$ cat src/dcap_defs.svh
// constants for the dram command and address port
// Operation
// - activate carries the row address; read and write carry the column address.
// - on read and write, address bit 10 requests auto precharge, not a column bit.
// - on precharge, bit 10 low closes the addressed bank, high closes every bank.
// - on load mode, the address inputs carry the op-code for a mode register.
// - with on-the-fly chop enabled, bit 12 high gives burst eight, low gives four.
// - bank inputs pick the bank for activate, read, write and precharge.
// - on load mode, bank inputs pick mode register zero to three.
// - all control and address inputs are sampled at the rising clock crossing.
// - the output strobe reference follows the differential clock crossings.
// - clock enable high runs the device; low enters power-down or self refresh.
// - clock enable is sampled for entries and power-down exit; self refresh exit is clockless.
// - power-down listens only to clock, enable, reset, termination; self refresh less.
// - chip select low enables decoding; high masks every command.
// - the command code is chip select with row, column and write strobes together.
// - a lower byte beat with its mask high is not stored.
// - termination follows its input and covers sixteen data lines, strobes and masks.
// - x8 adds termination strobes when enabled; x4 covers four lines, strobe, mask.
// - termination input is ignored once disabled through load mode.
// - an upper byte beat with its mask high is not stored.
// - reset is active low, asserted and released without the clock.
`ifndef DCAP_DEFS_SVH
`define DCAP_DEFS_SVH

`define DCAP_ADDR_W 16
`define DCAP_BANK_W 3
`define DCAP_NUM_BANKS 8
`define DCAP_NUM_MR 4
`define DCAP_COL_W 10
`define DCAP_DQ_W 16
`define DCAP_AP_BIT 10
`define DCAP_BC_BIT 12
`define DCAP_SYNC_W 28
// mode register fields steering this port
`define DCAP_OTF_MR 2'h0
`define DCAP_OTF_BIT 0
`define DCAP_ODT_MR 2'h1
`define DCAP_ODT_BIT 2
`define DCAP_TDQS_BIT 11
// data width organisation: 4, 8 or 16
`define DCAP_ORG 16
// reset values
`define DCAP_MR_RST 16'h0000
`define DCAP_ODT_EN_RST 1'b1
// link clock period in ns, system clock period in ns
`define DCAP_LINK_PERIOD_NS 800
`define DCAP_SYS_PERIOD_NS 100
`define DCAP_LINK_CYCLES (`DCAP_LINK_PERIOD_NS / `DCAP_SYS_PERIOD_NS)

`endif

$ cat src/dcap_pkg.sv
// types shared by the dram command and address port
package dcap_pkg;
  typedef enum logic [3:0] {
    CMD_DESEL,
    CMD_NOP,
    CMD_ACT,
    CMD_READ,
    CMD_WRITE,
    CMD_PRE,
    CMD_REF,
    CMD_LMR,
    CMD_ZQ
  } dcap_cmd_t;

  typedef enum logic [1:0] {
    PWR_ACTIVE,
    PWR_PRE_PD,
    PWR_ACT_PD,
    PWR_SELF_REF
  } dcap_pwr_t;
endpackage

$ cat src/dcap_port.sv
// command, address and control input port of a x16 ddr dram
`include "dcap_defs.svh"

module dcap_port (
  // system
  input wire logic clk_sys,
  input wire logic resetn,
  // link pins from the memory controller
  input wire logic ck,
  input wire logic cke,
  input wire logic cs_n,
  input wire logic ras_n,
  input wire logic cas_n,
  input wire logic we_n,
  input wire logic [`DCAP_BANK_W-1:0] ba,
  input wire logic [`DCAP_ADDR_W-1:0] addr,
  input wire logic odt,
  input wire logic ldm,
  input wire logic udm,
  // write data beat from the data path
  input wire logic wr_beat,
  // decoded command
  output logic cmd_valid,
  output dcap_pkg::dcap_cmd_t cmd_code,
  output logic [`DCAP_BANK_W-1:0] cmd_bank,
  output logic [`DCAP_ADDR_W-1:0] row_addr,
  output logic [`DCAP_COL_W-1:0] col_addr,
  output logic auto_pre,
  output logic pre_all,
  output logic burst_chop,
  output logic [1:0] mr_sel,
  output logic [`DCAP_ADDR_W-1:0] mr_opcode,
  output logic [`DCAP_NUM_BANKS-1:0] open_banks,
  // power and termination
  output dcap_pkg::dcap_pwr_t pwr_state,
  output logic core_clk_en,
  output logic term_on,
  output logic [`DCAP_DQ_W-1:0] term_dq_mask,
  output logic term_strobe,
  output logic term_tdqs,
  output logic strobe_ref,
  // write byte enables
  output logic wr_lo_en,
  output logic wr_hi_en
);
  localparam int ORG = `DCAP_ORG;

  logic [`DCAP_SYNC_W-1:0] pins_raw;
  logic [`DCAP_SYNC_W-1:0] pins;
  logic s_ck;
  logic s_cke;
  logic s_cs_n;
  logic s_ras_n;
  logic s_cas_n;
  logic s_we_n;
  logic [`DCAP_BANK_W-1:0] s_ba;
  logic [`DCAP_ADDR_W-1:0] s_addr;
  logic s_odt;
  logic s_ldm;
  logic s_udm;
  logic ck_prev;
  logic ck_rise;
  logic ck_fall;
  dcap_pkg::dcap_cmd_t next_cmd;
  logic cmd_listen;
  logic [`DCAP_ADDR_W-1:0] mode_reg [`DCAP_NUM_MR];
  logic otf_en;
  logic odt_en;
  logic tdqs_en;
  logic write_act;

  assign pins_raw = {ck, cke, cs_n, ras_n, cas_n, we_n, ba, addr, odt, ldm, udm};

  dcap_sync2 #(
    .W(`DCAP_SYNC_W)
  ) u_sync (
    .clk_sys(clk_sys),
    .resetn(resetn),
    .d(pins_raw),
    .q(pins)
  );

  assign {s_ck, s_cke, s_cs_n, s_ras_n, s_cas_n, s_we_n, s_ba, s_addr, s_odt, s_ldm, s_udm} = pins;

  // link clock edge finder: all pins share the same sync depth, so they
  // line up with the crossing; the controller holds them from half a link period before the rising crossing until the falling one
  always_ff @(posedge clk_sys or negedge resetn) begin
    if (!resetn) begin
      ck_prev <= 1'b0;
    end else begin
      ck_prev <= s_ck;
    end
  end

  assign ck_rise = s_ck & ~ck_prev;
  assign ck_fall = ~s_ck & ck_prev;

  // strobe reference pulses on each crossing of the clock pair
  always_ff @(posedge clk_sys or negedge resetn) begin
    if (!resetn) begin
      strobe_ref <= 1'b0;
    end else begin
      strobe_ref <= ck_rise | ck_fall;
    end
  end

  // command decode from the four strobes taken at one crossing
  always_comb begin
    if (s_cs_n) begin
      next_cmd = dcap_pkg::CMD_DESEL;
    end else begin
      case ({s_ras_n, s_cas_n, s_we_n})
        3'h0: next_cmd = dcap_pkg::CMD_LMR;
        3'h1: next_cmd = dcap_pkg::CMD_REF;
        3'h2: next_cmd = dcap_pkg::CMD_PRE;
        3'h3: next_cmd = dcap_pkg::CMD_ACT;
        3'h4: next_cmd = dcap_pkg::CMD_WRITE;
        3'h5: next_cmd = dcap_pkg::CMD_READ;
        3'h6: next_cmd = dcap_pkg::CMD_ZQ;
        default: next_cmd = dcap_pkg::CMD_NOP;
      endcase
    end
  end

  // command inputs are only listened to while awake with clock enable high
  assign cmd_listen = ck_rise && s_cke && (pwr_state == dcap_pkg::PWR_ACTIVE);

  // command register
  always_ff @(posedge clk_sys or negedge resetn) begin
    if (!resetn) begin
      cmd_valid <= 1'b0;
      cmd_code <= dcap_pkg::CMD_NOP;
      cmd_bank <= '0;
      row_addr <= '0;
      col_addr <= '0;
      auto_pre <= 1'b0;
      pre_all <= 1'b0;
      burst_chop <= 1'b0;
      mr_sel <= 2'h0;
      mr_opcode <= '0;
    end else begin
      cmd_valid <= 1'b0;
      if (cmd_listen && next_cmd != dcap_pkg::CMD_DESEL && next_cmd != dcap_pkg::CMD_NOP) begin
        cmd_valid <= 1'b1;
        cmd_code <= next_cmd;
        cmd_bank <= s_ba;
        auto_pre <= 1'b0;
        pre_all <= 1'b0;
        burst_chop <= 1'b0;
        case (next_cmd)
          dcap_pkg::CMD_ACT: begin
            row_addr <= s_addr;
          end
          dcap_pkg::CMD_READ, dcap_pkg::CMD_WRITE: begin
            col_addr <= s_addr[`DCAP_COL_W-1:0];
            auto_pre <= s_addr[`DCAP_AP_BIT];
            burst_chop <= otf_en & ~s_addr[`DCAP_BC_BIT];
          end
          dcap_pkg::CMD_PRE: begin
            pre_all <= s_addr[`DCAP_AP_BIT];
          end
          dcap_pkg::CMD_LMR: begin
            mr_sel <= s_ba[1:0];
            mr_opcode <= s_addr;
          end
          default: begin
          end
        endcase
      end
    end
  end

  // mode registers; only those fields this port needs are read back
  always_ff @(posedge clk_sys or negedge resetn) begin
    if (!resetn) begin
      for (int i = 0; i < `DCAP_NUM_MR; i++) begin
        mode_reg[i] <= `DCAP_MR_RST;
      end
    end else if (cmd_listen && next_cmd == dcap_pkg::CMD_LMR && s_ba[2] == 1'b0) begin
      mode_reg[s_ba[1:0]] <= s_addr;
    end
  end

  assign otf_en = mode_reg[`DCAP_OTF_MR][`DCAP_OTF_BIT];
  assign tdqs_en = mode_reg[`DCAP_ODT_MR][`DCAP_TDQS_BIT];

  // termination enable latch, loaded by load mode into its register
  always_ff @(posedge clk_sys or negedge resetn) begin
    if (!resetn) begin
      odt_en <= `DCAP_ODT_EN_RST;
    end else if (cmd_listen && next_cmd == dcap_pkg::CMD_LMR && s_ba == {1'b0, `DCAP_ODT_MR}) begin
      odt_en <= s_addr[`DCAP_ODT_BIT];
    end
  end

  // open bank tracking, needed to choose between the two power-down kinds
  always_ff @(posedge clk_sys or negedge resetn) begin
    if (!resetn) begin
      open_banks <= '0;
    end else if (cmd_listen) begin
      case (next_cmd)
        dcap_pkg::CMD_ACT: open_banks[s_ba] <= 1'b1;
        dcap_pkg::CMD_PRE: begin
          if (s_addr[`DCAP_AP_BIT]) begin
            open_banks <= '0;
          end else begin
            open_banks[s_ba] <= 1'b0;
          end
        end
        dcap_pkg::CMD_READ, dcap_pkg::CMD_WRITE: begin
          if (s_addr[`DCAP_AP_BIT]) begin
            open_banks[s_ba] <= 1'b0;
          end
        end
        default: begin
        end
      endcase
    end
  end

  // power state machine
  always_ff @(posedge clk_sys or negedge resetn) begin
    if (!resetn) begin
      pwr_state <= dcap_pkg::PWR_ACTIVE;
    end else begin
      case (pwr_state)
        dcap_pkg::PWR_ACTIVE: begin
          if (ck_rise && !s_cke) begin
            if (!s_cs_n && next_cmd == dcap_pkg::CMD_REF && open_banks == '0) begin
              pwr_state <= dcap_pkg::PWR_SELF_REF;
            end else if (open_banks == '0) begin
              pwr_state <= dcap_pkg::PWR_PRE_PD;
            end else begin
              pwr_state <= dcap_pkg::PWR_ACT_PD;
            end
          end
        end
        dcap_pkg::PWR_PRE_PD, dcap_pkg::PWR_ACT_PD: begin
          if (ck_rise && s_cke) begin
            pwr_state <= dcap_pkg::PWR_ACTIVE;
          end
        end
        dcap_pkg::PWR_SELF_REF: begin
          // exit needs no link clock edge: the pair may be stopped here
          if (s_cke) begin
            pwr_state <= dcap_pkg::PWR_ACTIVE;
          end
        end
        default: pwr_state <= dcap_pkg::PWR_ACTIVE;
      endcase
    end
  end

  always_ff @(posedge clk_sys or negedge resetn) begin
    if (!resetn) begin
      core_clk_en <= 1'b1;
    end else begin
      core_clk_en <= (pwr_state == dcap_pkg::PWR_ACTIVE);
    end
  end

  // on-die termination; self refresh shuts the odt buffer off
  always_ff @(posedge clk_sys or negedge resetn) begin
    if (!resetn) begin
      term_on <= 1'b0;
    end else if (!odt_en || pwr_state == dcap_pkg::PWR_SELF_REF) begin
      term_on <= 1'b0;
    end else if (ck_rise) begin
      term_on <= s_odt;
    end
  end

  // lanes covered by termination depend on the organisation
  always_ff @(posedge clk_sys or negedge resetn) begin
    if (!resetn) begin
      term_dq_mask <= '0;
      term_strobe <= 1'b0;
      term_tdqs <= 1'b0;
    end else begin
      term_strobe <= term_on;
      term_tdqs <= term_on && ORG == 8 && tdqs_en;
      if (!term_on) begin
        term_dq_mask <= '0;
      end else if (ORG == 4) begin
        term_dq_mask <= 16'h000F;
      end else if (ORG == 8) begin
        term_dq_mask <= 16'h00FF;
      end else begin
        term_dq_mask <= 16'hFFFF;
      end
    end
  end

  // a write is in flight from its command until the next command is taken
  always_ff @(posedge clk_sys or negedge resetn) begin
    if (!resetn) begin
      write_act <= 1'b0;
    end else if (cmd_valid) begin
      write_act <= (cmd_code == dcap_pkg::CMD_WRITE);
    end
  end

  // byte masks: a high mask with a beat blocks that byte from the array
  always_ff @(posedge clk_sys or negedge resetn) begin
    if (!resetn) begin
      wr_lo_en <= 1'b0;
      wr_hi_en <= 1'b0;
    end else begin
      wr_lo_en <= wr_beat && write_act && !s_ldm;
      wr_hi_en <= wr_beat && write_act && !s_udm;
    end
  end
endmodule

$ cat src/dcap_sync2.sv
// two flip-flop synchroniser for a bundle of pin levels
module dcap_sync2 #(
  parameter int W = 1
) (
  // clock and reset
  input wire logic clk_sys,
  input wire logic resetn,
  // levels
  input wire logic [W-1:0] d,
  output logic [W-1:0] q
);
  logic [W-1:0] meta;

  // first stage feeds only the second
  always_ff @(posedge clk_sys or negedge resetn) begin
    if (!resetn) begin
      meta <= '0;
      q <= '0;
    end else begin
      meta <= d;
      q <= meta;
    end
  end
endmodule

$ cat config.mk
export PLATFORM = sky130hd
export DESIGN_NAME = dcap_port
export DESIGN_NICKNAME = d
export VERILOG_FILES = /design/src/dcap_pkg.sv /design/src/dcap_port.sv /design/src/dcap_sync2.sv
export VERILOG_INCLUDE_DIRS = /design/src
export SDC_FILE = /design/constraint.sdc
export NUM_CORES = 1
export LEC_CHECK = 0
export ABC_AREA = 0
export CAP_MARGIN = 40
export CORE_ASPECT_RATIO = 1.4
export CORE_UTILIZATION = 67
export CTS_CLUSTER_DIAMETER = 150
export DETAILED_ROUTE_END_ITERATION = 12
export DONT_BUFFER_PORTS = 1
export PLACE_DENSITY = 0.83
export SYNTH_ARGS = -nofsm -noshare
export SYNTH_HDL_FRONTEND = slang
export SYNTH_HIERARCHICAL = 1
export SYNTH_SLANG_ARGS = --single-unit
$ cat constraint.sdc
create_clock -name clk_sys -period 5.75 [get_ports clk_sys]
set_clock_uncertainty 0.15 [all_clocks]
set_input_delay 1.725 -clock clk_sys [delete_from_list [all_inputs] [get_ports clk_sys]]
set_output_delay 1.725 -clock clk_sys [all_outputs]
set_load 0.05 [all_outputs]
Yosys cells after proc, flatten, opt, wreduce, memory -nomap -nowiden
Cells that the tools add are included.

word-level totals
  register bits after elaboration = 210
  output and inout port bits = 88
  word-level logic and storage cells = 123

operators by class
  magnitude comparators = 4
  equal/unequal tests = 22
  multiplexer cells = 23
  bitwise operators = 12
  reduce and logical (&&, ||, !) cells = 34

operator list
  kind                                                                           count
  64-bit bitwise mux                                                             1
  16-bit demux with 2-bit select                                                 1
  16-bit two-way mux                                                             2
  4-bit one-hot mux with 7 select lines                                          1
  8-bit one-hot mux with 3 select lines                                          1
  4-bit by 3-bit == test with 1-bit output (second input constant)               5
  8-bit two-way mux                                                              2
  1-bit logical AND                                                              15
  2-bit two-way mux                                                              5
  3-bit == test (second input constant)                                          3
  8-bit AND                                                                      1
  4-bit by 2-bit == test with 1-bit output (second input constant)               2
  8-bit logical NOT                                                              1
  8-bit inverter                                                                 1
  8-bit bitwise OR                                                               1
  1-bit two-way mux                                                              7
  3-bit by 1-bit == test with 1-bit output (second input constant)               2
  3-bit by 2-bit == test with 1-bit output (second input constant)               2
  2-bit one-hot mux with 3 select lines                                          1
  2-bit AND reduction                                                            3
  3-bit AND reduction                                                            2
  1-bit logical NOT                                                              5
  2-bit == test (second input constant)                                          2
  3-bit by 4-bit less-than comparator with 1-bit output (second input constant)  1
  20 further kinds                                                               28

Longest topological paths before layout
  depth after elaboration = 9
  gate-level depth with buffers = 8

By module
The synthesis kept the hierarchy.

by module, submodules not included
  module      instances  cells each  area each (µm²)
  dcap_port   1          290         3298.2
  dcap_sync2  1          56          1401.3

Least setup slack after synthesis
OpenSTA, ideal clock, no wires.

  kind = reg-to-output
  start point = reg, netlist name term_dq_mask[14]
  end point = out term_dq_mask[0]
  arrival = 1.151 ns
  data required time = 3.875 ns
  slack = 2.724 ns
  cell stages (with the launch flop) = 2
  buffers on the path = 1
  cells stage by stage = dfrtp_1 buf_4

RTL lines
  element    RTL line         RTL
  to (decl)  dcap_port.sv:38  output logic [`DCAP_DQ_W-1:0] term_dq_mask,

==> reports/metrics.cfg <==
[outcome]
outcome=completed

[critical_path]
cp_common_cell=sky130_fd_sc_hd__buf_16
worstPathMaxFanout=10
timing.critical_path.slowest_stage_cell=sky130_fd_sc_hd__dfrtp_4
cpLargestDelayFamily=buffers and inverters
start_kind=register
required_ns=3.88
cp.buffers_inverters=2
worst-setup-path-type=register to output port
cell_breakdown_of_the_critical_path=buf_16 > buf_16
slowest_delay_ns=0.63
critPathArrivalTime_ns=1.95
crit_path_end_kind=output port

[finish]
nNetsFinal=375
drive_gt1_share_pct=21.8
final_cell_mix=sky130_fd_sc_hd__dfrtp_1, sky130_fd_sc_hd__nand2_1, sky130_fd_sc_hd__mux2_2
antenna_cells=0
reg.largest.list=u_sync/meta (28), u_sync/q (28)
final.fill_count=354
synthToLayoutAreaGrowth_pct=12.8
final_common_cell=sky130_fd_sc_hd__dfrtp_1

[run]
drv.max_cap_violation_count=0

[sta]
tightestPinTransition_ns=0.832
timing_hold_violations_final=0
finalSetupTns_ns=0
fin_crit_ns=3.82
setup_violations=0
fin_worst_hold_slack_ns=0.196
rsz_0062_raised_after_global_routing=false
final.period_utilization_pct=66.5
fmax_ghz=0.262
slew_violations=0
timing.max_slew.rel_slack_pct=44.5

[grt]
grt_antenna_before_repair=0
grt_pass1_wl_mm=14.1
grt_pass1_vias=2752
gr-total-overflow=0
globalRouteTotalUtil_pct=26.9
grt_start_max_net_pins=132

[drt]
drt_pre_antenna_iters=4
drt_iter0_drc=216
routed_wl_mm=8.60
dr_total_vias=2578
detail-route-antenna-nets=0
avgViaCountPerCell=5.78
number_of_remaining_drc_errors=0
wl_per_cell_um=19.3

[floorplanning]
num_io_pins=119
core.rowCount=35
die_height_um=101
initial_utilization_pct=70.1
placeableCoreArea_sq_um=6700
fp.dieW_um=72.8
die_area_sq_um=7360

[power]
intPower_mw=1.76
power.density_cell_area_nw_per_um2=502
p_clk_share_pct=38.8
worst_ir_drop_vdd_mv=0.414
power.switching_mw=0.896
pwr-share-comb_pct=5.9
power_frac_seq_pct=55.3
netSwitchingFraction_pct=33.7
leakage_nw=2.54

[synth]
syn_avg_cell_area_sq_um=13.6
ys_seq_elements=131
synthFlopType=sky130_fd_sc_hd__dfrtp_1
synth.net_count=380
yosysUniqueCellTypes=43
synthesis.yosys.warnings=6
syn-cell-area_sq_um=4700
sequential_element_share_of_the_synthesized_area_pct=69.8
synthArstFlopShare_pct=100
synthCells=346
synth_enable_flop_cells=0

[clock_network]
cts_buffers=17
cts_setup_buffers=0
cts_hold_buffers=0
cts.sink_count=131
worst_setup_hold_path_clk_slew_ns=0.06
max-clock-path-buffers=2
cts_h_tree_lvls=4
tritoncts=built
clock_latency_ns=0.50
clock-root-buffer=sky130_fd_sc_hd__clkbuf_8
post_cts.resized_instances=0

[placed_design]
place_hpwl_mm=5.33
globalplace.congestion=0.810
io_buffer_count=0

[min_path]
timing.hold.worst.class=register to register

## kinds of logic after synthesis
logic type               Yosys count  synth area share, %
other                              1               0.0798
AO/OA/AOI/OAI                     36                 5.22
adder cells (fa/ha/maj)            4                 1.01
XOR/XNOR                           1                0.186
multiplexers                      35                 8.97
buffers and inverters             41                 5.19
flip-flops                       131                 69.8
AND/OR/NAND/NOR                   97                 9.50
## metrics by stage
| step | setup slack [ns] | power, mW | cell area, sq um | cells | utilization [%] |
|---|---|---|---|---|---|
| finish | 1.93 | 2.66 | 5300 | 446 | 79.1 |
| global route | 1.86 | 2.76 | 5300 | 446 | 79.1 |
| CTS | 1.90 | 2.68 | 5300 | 446 | 79.1 |
| detailed placement | 2.44 | 1.64 | 4720 | 414 | 70.4 |
| global placement | 2.26 | 1.63 | 4660 | 412 | 69.6 |
| floorplan | 2.72 | 1.59 | 4700 | 346 | - |
## Yosys cell counts, types with 3 or more instances
library cell               number  area, sq um
sky130_fd_sc_hd__nand2_1       58          218
sky130_fd_sc_hd__dfrtp_1      128         3200
sky130_fd_sc_hd__o22ai_1        4         25.0
sky130_fd_sc_hd__nor2b_1        4         25.0
sky130_fd_sc_hd__buf_2          6         30.0
sky130_fd_sc_hd__o21ai_0        5         25.0
sky130_fd_sc_hd__a21o_1         5         37.5
sky130_fd_sc_hd__nor2_1        10         37.5
sky130_fd_sc_hd__mux2_2        25          282
sky130_fd_sc_hd__buf_4         17          128
sky130_fd_sc_hd__clkbuf_1       3         11.3
sky130_fd_sc_hd__mux2_4         8          120
sky130_fd_sc_hd__a21oi_1       10         50.1
sky130_fd_sc_hd__nand3_1        4         20.0
sky130_fd_sc_hd__a32o_1         4         40.0
sky130_fd_sc_hd__nor3_1         3         15.0
sky130_fd_sc_hd__nand2b_1       3         18.8
sky130_fd_sc_hd__inv_1         12         45.0
sky130_fd_sc_hd__or3_1          4         25.0
sky130_fd_sc_hd__ha_1           3         37.5
sky130_fd_sc_hd__dfstp_2        3         78.8
## layout make-up
class	count	area, sq um	share of cell area (%)
well taps	92	115	2.17
inverters	12	45.0	0.850
flip-flops and latches	131	3290	62.0
clock buffers	20	435	8.22
repair buffers	5	97.6	1.84
multi-input cells	174	1170	22.1
clock inverters	12	146	2.76
## worst register-to-register path, cell delays in order (launching register included)
cell and delay (ns):
sky130_fd_sc_hd__dfrtp_1 0.57, sky130_fd_sc_hd__inv_1 0.18, sky130_fd_sc_hd__ha_1 0.29, sky130_fd_sc_hd__nand4b_1 0.43, sky130_fd_sc_hd__or3_1 0.85, sky130_fd_sc_hd__o32ai_1 0.39
## power by group through the flow
stage | Combinational, mW | Sequential, mW | Clock (mW)
after floorplan | 0.136 | 1.45 | 0
after global placement | 0.143 | 1.48 | 0
after detailed placement | 0.156 | 1.49 | 0
after CTS | 0.159 | 1.47 | 1.05
after global routing | 0.177 | 1.49 | 1.10
final | 0.157 | 1.47 | 1.03
## metal layers
| metal | vias to the layer above | GRT usage [%] | wire length (um) |
|---|---|---|---|
| li1 | 1135 | - | - |
| met1 | 1350 | 31.4 | 3230 |
| met2 | 85 | 44.4 | 4660 |
| met3 | 8 | 9.90 | 592 |
| met4 | 0 | 12.1 | 113 |
| met5 | - | 0 | 0 |
## path summary, 6_finish.rpt
kind                                                   to  cells past startpoint  slack (ns)                        from
min in group asynchronous           mr_sel[0]$_DFFE_PN0P_                      0        0.77                      resetn
max in group asynchronous              odt_en$_DFFE_PN1P_                      0        4.45                      resetn
worst min register to register      u_sync/q[1]$_DFF_PN0_                      0        0.20    u_sync/meta[1]$_DFF_PN0_
worst max register to register  open_banks[3]$_DFFE_PN0P_                      5        2.78    pwr_state[0]$_DFFE_PN0P_
worst max-delay path                      term_dq_mask[0]                      2        1.93  term_dq_mask[14]$_DFF_PN0_
worst min-delay path                u_sync/q[1]$_DFF_PN0_                      0        0.20    u_sync/meta[1]$_DFF_PN0_
No activity file was read; power rests on OpenSTA's default activity.
